**src/hdl/measure_timer_pkg.sv**
```systemverilog
// Constants for the signal measurement timer: register offsets, field positions,
// reset values, clock source and operating mode codes.
// Assumes a 32-bit Avalon-MM slave with byte addresses, one register per aligned word.
package measure_timer_pkg;

    localparam int ADDR_W = 6;
    localparam int DATA_W = 32;
    localparam int COUNT_W = 24;

    // Register byte offsets.
    localparam logic [ADDR_W-1:0] OFS_CTRL_ZERO = 6'h00;
    localparam logic [ADDR_W-1:0] OFS_CTRL_ONE = 6'h04;
    localparam logic [ADDR_W-1:0] OFS_STATUS = 6'h08;
    localparam logic [ADDR_W-1:0] OFS_CLOCK_SELECT = 6'h0c;
    localparam logic [ADDR_W-1:0] OFS_COUNT = 6'h10;
    localparam logic [ADDR_W-1:0] OFS_PERIOD_LIMIT = 6'h14;
    localparam logic [ADDR_W-1:0] OFS_WIDTH_LATCH = 6'h18;
    localparam logic [ADDR_W-1:0] OFS_PERIOD_LATCH = 6'h1c;
    localparam logic [ADDR_W-1:0] OFS_FLAGS = 6'h20;

    // Control register zero fields.
    localparam int PRESCALE_LSB = 0;
    localparam int HALT_BIT = 2;
    localparam int WINDOW_POL_BIT = 3;
    localparam int SIGNAL_POL_BIT = 4;
    localparam int CLOCK_POL_BIT = 5;
    localparam int SHORT_MODE_BIT = 6;

    // Control register one fields.
    localparam int RUN_BIT = 0;
    localparam int REPEAT_BIT = 1;
    localparam int MODE_LSB = 8;

    // Status register fields.
    localparam int COUNT_CLEAR_BIT = 0;
    localparam int WIDTH_UPDATE_BIT = 1;
    localparam int PERIOD_UPDATE_BIT = 2;
    localparam int WINDOW_LEVEL_BIT = 8;
    localparam int SIGNAL_LEVEL_BIT = 9;
    localparam int RUN_STATE_BIT = 10;

    // Flag register fields: flags in the low bits, their enables from ENABLE_LSB.
    localparam int WIDTH_FLAG_BIT = 0;
    localparam int PERIOD_FLAG_BIT = 1;
    localparam int MATCH_FLAG_BIT = 2;
    localparam int ENABLE_LSB = 8;

    // Reset and load values.
    localparam logic [COUNT_W-1:0] COUNT_RST = 24'h00_0000;
    localparam logic [COUNT_W-1:0] LIMIT_RST = 24'hff_ffff;
    localparam logic [COUNT_W-1:0] COUNT_ONE = 24'h00_0001;

    // Clock source codes.
    localparam logic [2:0] SRC_SYSTEM = 3'h0;
    localparam logic [2:0] SRC_SYSTEM_DIV4 = 3'h1;
    localparam logic [2:0] SRC_FAST_OSC = 3'h2;
    localparam logic [2:0] SRC_SLOW_OSC = 3'h3;
    localparam logic [2:0] SRC_MID_OSC = 3'h4;

    // Operating mode codes.
    localparam logic [3:0] MODE_TIMER = 4'h0;
    localparam logic [3:0] MODE_GATED_TIMER = 4'h1;
    localparam logic [3:0] MODE_PERIOD_DUTY = 4'h2;
    localparam logic [3:0] MODE_HIGH_LOW = 4'h3;
    localparam logic [3:0] MODE_WINDOW_MEASURE = 4'h4;
    localparam logic [3:0] MODE_GATED_WINDOW = 4'h5;
    localparam logic [3:0] MODE_TIME_OF_FLIGHT = 4'h6;
    localparam logic [3:0] MODE_CAPTURE = 4'h7;
    localparam logic [3:0] MODE_COUNTER = 4'h8;
    localparam logic [3:0] MODE_GATED_COUNTER = 4'h9;
    localparam logic [3:0] MODE_WINDOWED_COUNTER = 4'ha;

endpackage

```
**src/hdl/signal_measurement_timer.sv**
```systemverilog
// Signal measurement timer: 24-bit counter with prescaled clock sources, width and
// period latches, period match, halt at match, input polarity and live status.
// Assumes an Avalon-MM master on mclk; oscillator, signal and window pins are asynchronous.

`timescale 1ns/1ps
`default_nettype none

module signal_measurement_timer
(
    input wire logic mclk,
    input wire logic srst,
    input wire logic [measure_timer_pkg::ADDR_W-1:0] avs_address,
    input wire logic avs_read,
    input wire logic avs_write,
    input wire logic [measure_timer_pkg::DATA_W-1:0] avs_writedata,
    input wire logic [3:0] avs_byteenable,
    output logic [measure_timer_pkg::DATA_W-1:0] avs_readdata,
    output logic avs_waitrequest,
    input wire logic fast_internal_osc,
    input wire logic slow_internal_osc,
    input wire logic mid_internal_osc,
    input wire logic measured_signal,
    input wire logic window_input,
    output logic width_acq_req,
    output logic period_acq_req,
    output logic match_req
);
    import measure_timer_pkg::*;

    // All state lives in one struct; no global state, so instances stay independent.
    typedef struct packed {
        logic [2:0] osc_m;
        logic [2:0] osc_s;
        logic [2:0] osc_d;
        logic sig_m;
        logic sig_s;
        logic win_m;
        logic win_s;
        logic [1:0] div4;
        logic [2:0] pre;
        logic sig_t;
        logic sig_p;
        logic win_t;
        logic win_p;
        logic run_t;
        logic armed;
        logic [7:0] ctrl0;
        logic run_request;
        logic repeat_acq;
        logic [3:0] mode;
        logic [2:0] clock_source_field;
        logic [COUNT_W-1:0] measure_count;
        logic [COUNT_W-1:0] period_limit;
        logic [COUNT_W-1:0] width_latch;
        logic [COUNT_W-1:0] period_latch;
        logic [2:0] flags;
        logic [2:0] flag_en;
        logic ack;
        logic [DATA_W-1:0] rdata;
    } state_t;

    state_t r;
    state_t n;

    function automatic logic [31:0] merge(input logic [31:0] old, input logic [31:0] wd,
                                          input logic [3:0] be);
        logic [31:0] res;
        res = old;
        for (int i = 0; i < 4; i++)
        begin
            if (be[i])
            begin
                res[i*8 +: 8] = wd[i*8 +: 8];
            end
        end
        return res;
    endfunction

    always_comb
    begin
        logic [2:0] osc_edge;
        logic src_tick;
        logic [2:0] mask;
        logic tick;
        logic samp;
        logic go;
        logic s_rise;
        logic s_fall;
        logic w_rise;
        logic w_fall;
        logic inc;
        logic cap_w;
        logic cap_p;
        logic clr;
        logic load_one;
        logic done;
        logic arm_set;
        logic arm_clr;
        logic short_mode;
        logic halt;
        logic match;
        logic [COUNT_W-1:0] count_inc;
        logic [COUNT_W-1:0] count_view;
        logic [2:0] flag_set;
        logic [2:0] flag_clr;
        logic [31:0] m;
        logic wr;
        n = r;
        short_mode = r.ctrl0[SHORT_MODE_BIT];
        halt = r.ctrl0[HALT_BIT];
        flag_set = 3'h0;
        flag_clr = 3'h0;

        // Two flip-flops on every oscillator, signal and window pin before any logic looks at it.
        n.osc_m = {mid_internal_osc, slow_internal_osc, fast_internal_osc};
        n.osc_s = r.osc_m;
        n.osc_d = r.osc_s;
        n.sig_m = measured_signal;
        n.sig_s = r.sig_m;
        n.win_m = window_input;
        n.win_s = r.win_m;
        n.div4 = r.div4 + 2'd1;

        // Clock polarity picks the active edge of an oscillator source.
        osc_edge = r.ctrl0[CLOCK_POL_BIT] ? (~r.osc_s & r.osc_d) : (r.osc_s & ~r.osc_d);
        case (r.clock_source_field)
            SRC_SYSTEM: src_tick = 1'b1;
            SRC_SYSTEM_DIV4: src_tick = (r.div4 == 2'd3);
            SRC_FAST_OSC: src_tick = osc_edge[0];
            SRC_SLOW_OSC: src_tick = osc_edge[1];
            SRC_MID_OSC: src_tick = osc_edge[2];
            default: src_tick = 1'b0;
        endcase
        mask = {r.ctrl0[PRESCALE_LSB +: 2] == 2'd3, r.ctrl0[PRESCALE_LSB +: 2] >= 2'd2,
                r.ctrl0[PRESCALE_LSB +: 2] >= 2'd1};
        if (src_tick)
        begin
            n.pre = r.pre + 3'd1;
        end
        tick = src_tick && ((r.pre & mask) == mask);

        // Counter modes sample inputs every cycle; other modes on the prescaled tick,
        // which is why status bits lag there by the synchroniser and tick delay.
        samp = r.mode[3] || tick;
        if (samp)
        begin
            n.sig_t = r.sig_s ^ r.ctrl0[SIGNAL_POL_BIT];
            n.sig_p = r.sig_t;
            n.win_t = r.win_s ^ r.ctrl0[WINDOW_POL_BIT];
            n.win_p = r.win_t;
            n.run_t = r.run_request;
        end
        go = r.run_t;
        s_rise = samp && go && r.sig_t && !r.sig_p;
        s_fall = samp && go && !r.sig_t && r.sig_p;
        w_rise = samp && go && r.win_t && !r.win_p;
        w_fall = samp && go && !r.win_t && r.win_p;

        inc = 1'b0;
        cap_w = 1'b0;
        cap_p = 1'b0;
        clr = 1'b0;
        load_one = 1'b0;
        done = 1'b0;
        arm_set = 1'b0;
        arm_clr = 1'b0;
        case (r.mode)
            MODE_TIMER:
            begin
                inc = tick && go;
            end
            MODE_GATED_TIMER:
            begin
                inc = tick && go && r.sig_t;
                cap_w = s_fall;
            end
            MODE_PERIOD_DUTY:
            begin
                inc = tick && go;
                cap_w = s_fall;
                cap_p = s_rise;
                load_one = s_rise;
                done = s_rise;
            end
            MODE_HIGH_LOW:
            begin
                inc = tick && go && r.armed;
                arm_set = s_rise;
                cap_w = s_fall && r.armed;
                cap_p = s_rise && r.armed;
                clr = cap_w || cap_p;
                done = cap_p;
            end
            MODE_WINDOW_MEASURE, MODE_GATED_WINDOW:
            begin
                inc = tick && go && r.armed && (r.mode == MODE_WINDOW_MEASURE || r.sig_t);
                arm_set = w_rise;
                cap_p = w_rise && r.armed;
                clr = cap_p;
                done = cap_p;
            end
            MODE_TIME_OF_FLIGHT:
            begin
                inc = tick && go && r.armed;
                arm_set = w_rise;
                cap_w = w_rise && r.armed;
                cap_p = s_rise && r.armed;
                arm_clr = cap_p;
                clr = cap_w || cap_p;
                done = cap_p;
            end
            MODE_CAPTURE:
            begin
                inc = tick && go;
                cap_p = w_rise;
                cap_w = w_fall;
                done = w_rise;
            end
            MODE_COUNTER, MODE_GATED_COUNTER:
            begin
                inc = s_rise && (r.mode == MODE_COUNTER || r.win_t);
                cap_w = w_fall;
                done = w_fall;
            end
            MODE_WINDOWED_COUNTER:
            begin
                inc = s_rise && r.armed;
                arm_set = w_rise;
                cap_w = w_fall && r.armed;
                cap_p = w_rise && r.armed;
                done = cap_p;
            end
            default:
            begin
                inc = 1'b0;
            end
        endcase
        if (!go || arm_clr)
        begin
            n.armed = 1'b0;
        end
        else if (arm_set)
        begin
            n.armed = 1'b1;
        end

        // 16-bit operation counts and compares only the low half.
        match = short_mode ? (r.measure_count[15:0] == r.period_limit[15:0])
                           : (r.measure_count == r.period_limit);
        count_inc = short_mode ? {8'h00, r.measure_count[15:0] + 16'h0001}
                               : r.measure_count + COUNT_ONE;
        count_view = short_mode ? {8'h00, r.measure_count[15:0]} : r.measure_count;
        if (clr)
        begin
            n.measure_count = COUNT_RST;
        end
        else if (load_one)
        begin
            n.measure_count = COUNT_ONE;
        end
        else if (inc && match)
        begin
            flag_set[MATCH_FLAG_BIT] = 1'b1;
            if (!halt)
            begin
                n.measure_count = COUNT_RST;
            end
        end
        else if (inc)
        begin
            n.measure_count = count_inc;
        end
        // A halted counter sitting on the limit keeps the match raised.
        if (halt && match && go)
        begin
            flag_set[MATCH_FLAG_BIT] = 1'b1;
        end
        if (cap_w)
        begin
            n.width_latch = count_view;
            flag_set[WIDTH_FLAG_BIT] = 1'b1;
        end
        if (cap_p)
        begin
            n.period_latch = count_view;
            flag_set[PERIOD_FLAG_BIT] = 1'b1;
        end
        if (done && !r.repeat_acq)
        begin
            n.run_request = 1'b0;
        end

        // Bus slave: one wait cycle, then the answer; writes land on the answer edge.
        n.ack = (avs_read || avs_write) && !r.ack;
        wr = avs_write && r.ack;
        m = 32'h0000_0000;
        if (avs_read && !r.ack)
        begin
            case (avs_address)
                OFS_CTRL_ZERO: n.rdata = {24'h00_0000, r.ctrl0};
                OFS_CTRL_ONE: n.rdata = {20'h0_0000, r.mode, 6'h00, r.repeat_acq, r.run_request};
                OFS_STATUS: n.rdata = {21'h00_0000, r.run_t, r.sig_t, r.win_t, 8'h00};
                OFS_CLOCK_SELECT: n.rdata = {29'h0000_0000, r.clock_source_field};
                OFS_COUNT: n.rdata = {8'h00, count_view};
                OFS_PERIOD_LIMIT: n.rdata = {8'h00, r.period_limit};
                OFS_WIDTH_LATCH: n.rdata = {8'h00, r.width_latch};
                OFS_PERIOD_LATCH: n.rdata = {8'h00, r.period_latch};
                OFS_FLAGS: n.rdata = {21'h00_0000, r.flag_en, 5'h00, r.flags};
                default: n.rdata = 32'h0000_0000;
            endcase
        end
        if (wr)
        begin
            case (avs_address)
                OFS_CTRL_ZERO:
                begin
                    m = merge({24'h00_0000, r.ctrl0}, avs_writedata, avs_byteenable);
                    n.ctrl0 = m[7:0];
                end
                OFS_CTRL_ONE:
                begin
                    m = merge({20'h0_0000, r.mode, 6'h00, r.repeat_acq, r.run_request},
                              avs_writedata, avs_byteenable);
                    n.run_request = m[RUN_BIT];
                    n.repeat_acq = m[REPEAT_BIT];
                    n.mode = m[MODE_LSB +: 4];
                end
                OFS_STATUS:
                begin
                    m = merge(32'h0000_0000, avs_writedata, avs_byteenable);
                    if (m[COUNT_CLEAR_BIT])
                    begin
                        n.measure_count = COUNT_RST;
                    end
                    if (m[WIDTH_UPDATE_BIT])
                    begin
                        n.width_latch = count_view;
                        flag_set[WIDTH_FLAG_BIT] = 1'b1;
                    end
                    if (m[PERIOD_UPDATE_BIT])
                    begin
                        n.period_latch = count_view;
                        flag_set[PERIOD_FLAG_BIT] = 1'b1;
                    end
                end
                OFS_CLOCK_SELECT:
                begin
                    m = merge({29'h0000_0000, r.clock_source_field}, avs_writedata, avs_byteenable);
                    n.clock_source_field = m[2:0];
                end
                OFS_COUNT:
                begin
                    m = merge({8'h00, r.measure_count}, avs_writedata, avs_byteenable);
                    n.measure_count = m[COUNT_W-1:0];
                end
                OFS_PERIOD_LIMIT:
                begin
                    m = merge({8'h00, r.period_limit}, avs_writedata, avs_byteenable);
                    n.period_limit = m[COUNT_W-1:0];
                end
                OFS_WIDTH_LATCH:
                begin
                    m = merge({8'h00, r.width_latch}, avs_writedata, avs_byteenable);
                    n.width_latch = m[COUNT_W-1:0];
                end
                OFS_PERIOD_LATCH:
                begin
                    m = merge({8'h00, r.period_latch}, avs_writedata, avs_byteenable);
                    n.period_latch = m[COUNT_W-1:0];
                end
                OFS_FLAGS:
                begin
                    m = merge(32'h0000_0000, avs_writedata, avs_byteenable);
                    flag_clr = m[2:0];
                    n.flag_en = m[ENABLE_LSB +: 3];
                end
                default:
                begin
                    m = 32'h0000_0000;
                end
            endcase
        end
        // A hardware event in the same cycle as its clear is kept.
        n.flags = (r.flags & ~flag_clr) | flag_set;
    end

    always_ff @(posedge mclk)
    begin
        if (srst)
        begin
            r <= '0;
            r.period_limit <= LIMIT_RST;
        end
        else
        begin
            r <= n;
        end
    end

    assign avs_waitrequest = (avs_read || avs_write) && !r.ack;
    assign avs_readdata = r.rdata;
    assign width_acq_req = r.flags[WIDTH_FLAG_BIT] && r.flag_en[WIDTH_FLAG_BIT];
    assign period_acq_req = r.flags[PERIOD_FLAG_BIT] && r.flag_en[PERIOD_FLAG_BIT];
    assign match_req = r.flags[MATCH_FLAG_BIT] && r.flag_en[MATCH_FLAG_BIT];

endmodule // signal_measurement_timer

`default_nettype wire

```
**config.mk**
```make
export PLATFORM = sky130hd
export DESIGN_NAME = signal_measurement_timer
export DESIGN_NICKNAME = d
export VERILOG_FILES = /design/src/hdl/measure_timer_pkg.sv /design/src/hdl/signal_measurement_timer.sv
export SDC_FILE = /design/constraint.sdc
export NUM_CORES = 1
export LEC_CHECK = 0
export BUFFER_PORTS_ARGS = -buffer_cell sky130_fd_sc_hd__buf_2
export CAP_MARGIN = 15
export CELL_PAD_IN_SITES_DETAIL_PLACEMENT = 0
export CELL_PAD_IN_SITES_GLOBAL_PLACEMENT = 2
export CORE_MARGIN = 4
export CORE_UTILIZATION = 33
export CTS_CLUSTER_SIZE = 40
export DETAILED_ROUTE_END_ITERATION = 10
export PLACE_DENSITY = 0.89
export RECOVER_POWER = 50
export SETUP_SLACK_MARGIN = 0.02
export SLEW_MARGIN = 20
export SYNTH_ARGS = -nofsm -noshare
export SYNTH_HDL_FRONTEND = slang
export SYNTH_SLANG_ARGS = --single-unit
```
**constraint.sdc**
```tcl
create_clock -name mclk -period 2.4 [get_ports mclk]
set_clock_uncertainty 0.15 [all_clocks]
set_input_delay 0.36 -clock mclk [delete_from_list [all_inputs] [get_ports mclk]]
set_output_delay 0.36 -clock mclk [all_outputs]
set_load 0.01 [all_outputs]
```
== Word-level counts from Yosys, hierarchy flattened ==
Cells that the tools add are included.
Storage, ports and cells
  flip-flop bits (word level): 176
  input port bits: 51
  output and inout port bits: 36
  logic and storage cells: 209
Operators by class
  add/subtract/negate cells: 4
  order comparisons: 2
  equality and inequality tests: 37
  mux-type cells: 57
  bitwise logic cells: 10
  reduce and logical (&&, ||, !) cells: 63
Operators with widths (number)
  $mux 24: 13
  $pmux 24 s9: 1
  $pmux 24 s2: 3
  $mux 105: 1
  $mux 8: 6
  $ne 3x3->1 const B: 10
  $logic_and 1x1->1: 29
  $mux 3: 9
  $add 24x1->24 const B: 1
  $eq 24x24->1: 1
  $eq 6x5->1 const B: 4
  $reduce_and 3->1: 7
  $add 16x1->16 const B: 1
  $eq 16x16->1: 1
  $eq 4x3->1 const B: 4
  $pmux 1 s5: 3
  $and 3x3->3: 4
  $eq 4x4->1 const B: 3
  $eq 6x4->1 const B: 2
  $mux 1: 12
  $reduce_or 2->1: 5
  $not 3->3: 3
  $reduce_or 3->1: 3
  $eq 4x2->1 const B: 2
  28 further kinds: 45

== Depth between registers and ports, before layout ==
  depth in word-level cells: 18
  gate-level depth with buffers: 11

== Least setup slack after synthesis ==
No wires, ideal clock.
  path kind: register to register
  start: register r[135] in the netlist's numbering
  end: register r[127] in the netlist's numbering
  library setup time: 0.115 ns
  data arrival time: 2.206 ns
  required time: 2.135 ns
  path slack: -0.071 ns
  stages on the path, launching flop included: 10
  path buffers: 2
  cell sequence: dfxtp_1 > or4b_1 > o21ai_1 > o221ai_2 > o31a_1 > buf_6 > a21o_1 > buf_6 > and3_1 > o21ba_1
On the way
  word-level cells in the longest chain between the ends: 16
  elaborated cells on any way between the ends: 36
Ends and longest elaborated chain
  from (decl): line signal_measurement_timer.sv:62  | state_t r;
  from (signal assigned): line signal_measurement_timer.sv:396  | r <= n;
  $eq 3x3->1 (tied with other cells): line signal_measurement_timer.sv:126  | case (r.clock_source_field)
  $pmux 1 s5 (*): line signal_measurement_timer.sv:126
  $logic_and 1x1->1 (*): line signal_measurement_timer.sv:140  | tick = src_tick && ((r.pre & mask) == mask);
  $logic_or 1x1->1: line signal_measurement_timer.sv:144  | samp = r.mode[3] || tick;
  $logic_and 1x1->1: line signal_measurement_timer.sv:154, signal_measurement_timer.sv:155, signal_measurement_timer.sv:156
  $logic_and 1x1->1 (2 in series): line signal_measurement_timer.sv:154  | s_rise = samp && go && r.sig_t && !r.sig_p;
  $logic_and 1x1->1, on equally long branches
  $pmux 1 s6: line signal_measurement_timer.sv:167  | case (r.mode)
  $mux 24 / $logic_and 1x1->1 (equally long branches): line signal_measurement_timer.sv:269, signal_measurement_timer.sv:261
  $mux 24: line signal_measurement_timer.sv:261  | else if (inc && match)
  $mux 24: line signal_measurement_timer.sv:257  | else if (load_one)
  $mux 24 (*): line signal_measurement_timer.sv:253  | if (clr)
  $mux 24: line signal_measurement_timer.sv:331  | if (m[COUNT_CLEAR_BIT])
  $pmux 24 s2: line signal_measurement_timer.sv:314  | case (avs_address)
  $mux 105 (*): line signal_measurement_timer.sv:312  | if (wr)
Mark *: on every way between the ends. The rest lies on a longest branch, timed or not.
A chain may end at the register's enable or synchronous reset.

== Worst setup path after layout ==
  start: register r[149] in the netlist's numbering
  end: register r[115] in the netlist's numbering
On the way
  word-level cells in the longest chain between the ends: 16
  elaborated cells on any way between the ends: 32
Ends and longest elaborated chain
  $mux 3 (*): line signal_measurement_timer.sv:125  | osc_edge = r.ctrl0[CLOCK_POL_BIT] ? (~r.osc_s & r.osc_d) : (r.osc_s & ~r.osc_d);
  $pmux 1 s5 (*): line signal_measurement_timer.sv:126
  $logic_and 1x1->1 (*): line signal_measurement_timer.sv:140
  $logic_or 1x1->1: line signal_measurement_timer.sv:144
  $logic_and 1x1->1: line signal_measurement_timer.sv:154, signal_measurement_timer.sv:155, signal_measurement_timer.sv:156
  $logic_and 1x1->1 (2 in series): line signal_measurement_timer.sv:154
  $logic_and 1x1->1, on equally long branches
  $pmux 1 s6: line signal_measurement_timer.sv:167
  $mux 24 / $logic_and 1x1->1 (equally long branches): line signal_measurement_timer.sv:269, signal_measurement_timer.sv:261
  $mux 24: line signal_measurement_timer.sv:261
  $mux 24: line signal_measurement_timer.sv:257
  $mux 24 (*): line signal_measurement_timer.sv:253
  $mux 24: line signal_measurement_timer.sv:331
  $pmux 24 s2: line signal_measurement_timer.sv:314
  $mux 105 (*): line signal_measurement_timer.sv:312
Marks and branches as above.

==> metrics list <==
- The initial utilization of the core area, before any placement, comes to 0.335.
- Headroom to the max-slew limit came out at 0.416.
- Dividing total power by cell area gives a power density of ~460 mW/mm².
* Antenna diode count: 0
* Number of max-slew violations in the final report: 0
- Timing-limited maximum frequency: roughly 380 MHz
- Commonest cells post-synth: sky130_fd_sc_hd__dfxtp_1 (168), sky130_fd_sc_hd__nor2_1 (139), sky130_fd_sc_hd__nand2_1 (129)
- Measured along the x axis, the die boundary spans approximately 180 µm.
- The share of total power dissipated in sequential elements is 0.448.
- Yosys mapped a number of flops with a built-in enable equal to 0.
- The tightest min-delay check is of the in2reg type.
* Clock-pin transition on the worst setup and hold timing paths: ~0.07 ns
* Category of the worst setup path launch point: flop
- After detailed routing, the number of remaining DRC violations is 0.
- Detailed placement ended at an HPWL of around 30 mm.
* Start of the worst register-to-register path: r[149]$_SDFFE_PP0P_
- In this run the count of I/O pins placed on the die edge is 87.
- For this run, the share of the core covered by cells in the final layout is 0.454.
* Worst vdd rail ir drop: approximately 0.00040 V
- Proportion of total power due to net switching: 0.260
* Register area share after synthesis: 0.328
* Top post-synthesis cells by area: sky130_fd_sc_hd__dfxtp_1 (33%), sky130_fd_sc_hd__mux2i_1 (5.7%), sky130_fd_sc_hd__nor2_1 (5.1%)
* Logic gate share of total power: 0.097
- Worst-Skew Late Latency: about 0.45 ns
- Among all flip-flop cells after synthesis, the most frequent one is sky130_fd_sc_hd__dfxtp_1.
- Die area: between 0.03 and 0.04 mm²
- For this design the total switching power over the nets is about 1700 µW.
* Most numerous cell in the Yosys netlist: sky130_fd_sc_hd__dfxtp_1
- CTS root buffer: sky130_fd_sc_hd__clkbuf_16
* Number of vias in the routed layout: 11,100
- Maximum number of pins on one net before global-route repair: 75
- Post-Layout Cell Count: roughly 1,900
- Endpoint of the most critical setup path: r[115]$_SDFFE_PP0P_
- Synthesis produced a netlist whose cell count is around 1,300.
- Share of cells above drive strength 1: 0.318
- The first global-routing pass estimated between 60 and 70 mm of wire.
- The critical path starts at r[149]$_SDFFE_PP0P_.
* Arrival time of data at the critical path endpoint: ~2.8 ns
- Routability-driven placement finished with a final weighted congestion of 0.970.
* Mean routed wirelength per cell: ~22 µm
- Post-route clock period utilization: 1.09
- Number of global-route vias before repair: roughly 10,000
- Cell type of the slowest stage on the worst timing path: sky130_fd_sc_hd__or4b_4
- From synthesis to final layout, the design area changed by 35.4%.
* Max-cap check violation count: 0
- TritonCTS built the clock tree.
- Together, buffers and inverters on the worst path number 1.
- The endpoint identified for the worst register-to-register timing path is r[115]$_SDFFE_PP0P_.
- Largest delay share family, worst path: compound AO/OA/AOI/OAI gates
- Inserted Clock Buffers: 17
- Setup repair after global routing could not meet its margin everywhere.
- The setup path with the least slack is of type reg2reg.
* Residual antenna-violating net count after detailed routing: 0
- Violations in the final reports: negative setup slack
* Cell variety after synth: 90
* Cell row count: between 60 and 70
- Setup TNS after final layout: -5.79 ns
- The initial antenna violation count is 0.
- Outcome: complete, but fails checks
* Critical Path Stages: 8
* Clock sink count: ~170
- Yosys printed 0 warnings.
- Placed Cells: ~1,900
- Setup slack on the critical path of the routed design comes to -0.222 ns.
- For this design the static power due to leakage is 0.00572 µW.
- Post-synth design cell area: between 0.01 and 0.015 mm²
* Total Routed Length: about 41 mm
- After synthesis the netlist holds a flip-flop and latch count of approximately 170.
- Power share of the clock group: 0.455
* Type of element capturing the critical path: flop
- R2R cell count: 8
- Count of endpoints failing setup in the final report: just under 70
* Worst-path fanout max: 6
- Port Buffer Count: between 60 and 70
- The routed design could run at a clock period as short as between 2 and 3 ns.
* Delay of the slowest critical-path stage: approximately 0.53 ns
- Final hold vios: 0
* GR Overflow Total: 0
- Synthesized area divided by synthesized cell count: about 8 µm²
* Internal cell power: approximately 4700 µW
* Vias per cell: between 5 and 6
* Total routing usage reported by global routing: 0.231
- At the end of the flow, the number of nets in the layout was ~1,600.
- Measured along the y axis, the die boundary spans roughly 180 µm.
* TritonRoute pass-1 iters: 6
- The biggest area contributor in the post-synthesis netlist is sky130_fd_sc_hd__dfxtp_1.
- Async S/R FF share, synth: 0
- The longest clock path from root to sink contains 2 buffers.
- Area of the core region: 0.0306 mm²
* Slew at the pin closest to its max-slew limit: just under 0.9 ns
* Required time reported for the critical path endpoint: 2.55 ns
* Setup slack of the worst register-to-register path: -0.22 ns
* Iteration-0 DRC count of the detailed router: around 1,300
- Traced cell by cell, the critical path runs through or4b_4, o21ai_4, o221ai_4, o31a_4, buf_4, o311a_4, o211ai_1, a31oi_1.
* Level count of the clock H-tree: 4
- Of the post-synthesis cell area, the dominant cell type holds 0.328.
power by group through the flow:
stage / Combinational, µW / Clock, µW / Sequential (µW)
after floorplan: 318 / 0 / 2900
after global placement: 563 / 0 / 2910
after detailed placement: 566 / 0 / 2910
after CTS: 581 / 2930 / 2840
after global routing: 649 / 3040 / 2850
final: 612 / 2890 / 2840
flip-flops by register name, indices dropped and copies added, names as in the netlist:
| register | flops |
|---|---|
| r | 136 |
| n | 8 |
| avs_readdata | 24 |
per-stage QoR:
stage	setup slack, ns	total power, µW	cell area (µm²)	hold slack, ns
2_1_floorplan	-0.0146	3220	10300	0.249
6_report	-0.222	6350	13900	0.0263
3_5_place_dp	-0.340	3470	12300	0.263
3_3_place_gp	-0.334	3470	12300	0.257
5_1_grt	-0.268	6540	13900	0.0393
4_1_cts	-0.102	6350	13200	0.00829
repair_timing:
action	CTS	global route
pin swaps	20	33
setup endpoints to repair	71	78
gates resized for setup	39	91
hold buffers	6	0
gates cloned	1	6
hold endpoints to repair	6	0
setup buffers	10	12
placed cells by master (no fill, tap or decap), types with 13 or more instances in the layout:
| cell | synthesis | final |
|---|---|---|
| sky130_fd_sc_hd__buf_6 | 5 | 17 |
| sky130_fd_sc_hd__buf_2 | 17 | 68 |
| sky130_fd_sc_hd__mux2i_1 | 58 | 58 |
| sky130_fd_sc_hd__nor3_1 | 24 | 17 |
| sky130_fd_sc_hd__a211o_1 | 15 | 15 |
| sky130_fd_sc_hd__a22oi_1 | 36 | 36 |
| sky130_fd_sc_hd__nor2b_1 | 30 | 30 |
| sky130_fd_sc_hd__xor2_1 | 26 | 26 |
| sky130_fd_sc_hd__clkbuf_16 | 0 | 21 |
| sky130_fd_sc_hd__nand3_1 | 62 | 61 |
| sky130_fd_sc_hd__o21ai_0 | 56 | 40 |
| sky130_fd_sc_hd__o22ai_1 | 13 | 13 |
| sky130_fd_sc_hd__nand2_1 | 129 | 125 |
| sky130_fd_sc_hd__a21oi_1 | 73 | 68 |
| sky130_fd_sc_hd__o21ai_1 | 4 | 13 |
| sky130_fd_sc_hd__inv_1 | 22 | 22 |
| sky130_fd_sc_hd__buf_4 | 37 | 231 |
| sky130_fd_sc_hd__nand2b_1 | 18 | 18 |
| sky130_fd_sc_hd__dfxtp_1 | 168 | 159 |
| sky130_fd_sc_hd__a31oi_1 | 21 | 19 |
| sky130_fd_sc_hd__nor2_1 | 139 | 137 |
worst min-delay path, stage by stage:
cell                      delay (ns)
sky130_fd_sc_hd__buf_2          0.11
sky130_fd_sc_hd__mux2i_1        0.06
sky130_fd_sc_hd__nand2_1        0.06
layout make-up:
cell class | instances | area, µm²
Clock inverter | 14 | 173
Inverter | 22 | 82.6
Fill cell | 3028 | 16700
Clock buffer | 18 | 429
Timing Repair Buffer | 339 | 2680
Multi-Input combinational cell | 963 | 6650
Tap cell | 396 | 495
Sequential cell | 168 | 3380
routing by layer:
metal / up-vias / GRT usage / routed length [µm]
li1: 5108 / - / -
met1: 5324 / 0.325 / 17800
met2: 553 / 0.360 / 18400
met3: 118 / 0.0416 / 3650
met4: 0 / 0.0722 / 1680
met5: - / 0 / 0
worst min-delay path by stage:
stage,startpoint,to,depth (start not counted)
2_1_floorplan,r[161]$_SDFF_PP0_,r[161]$_SDFF_PP0_,1
3_3_place_gp,r[161]$_SDFF_PP0_,r[161]$_SDFF_PP0_,1
3_5_place_dp,r[161]$_SDFF_PP0_,r[161]$_SDFF_PP0_,1
4_1_cts,avs_writedata[20],r[107]$_SDFFE_PP1P_,3
5_1_grt,avs_writedata[23],r[110]$_SDFFE_PP1P_,3
6_report,avs_writedata[20],r[107]$_SDFFE_PP1P_,3
cell families after synthesis:
logic type               share of synthesized area
AND/OR/NAND/NOR                              0.234
AO/OA/AOI/OAI                                0.245
flip-flops                                   0.328
buffers and inverters                       0.0768
multiplexers                                0.0863
XOR/XNOR                                    0.0265
adder cells (fa/ha/maj)                    0.00366
other                                     0.000366
No activity file was read; power rests on OpenSTA's default activity.
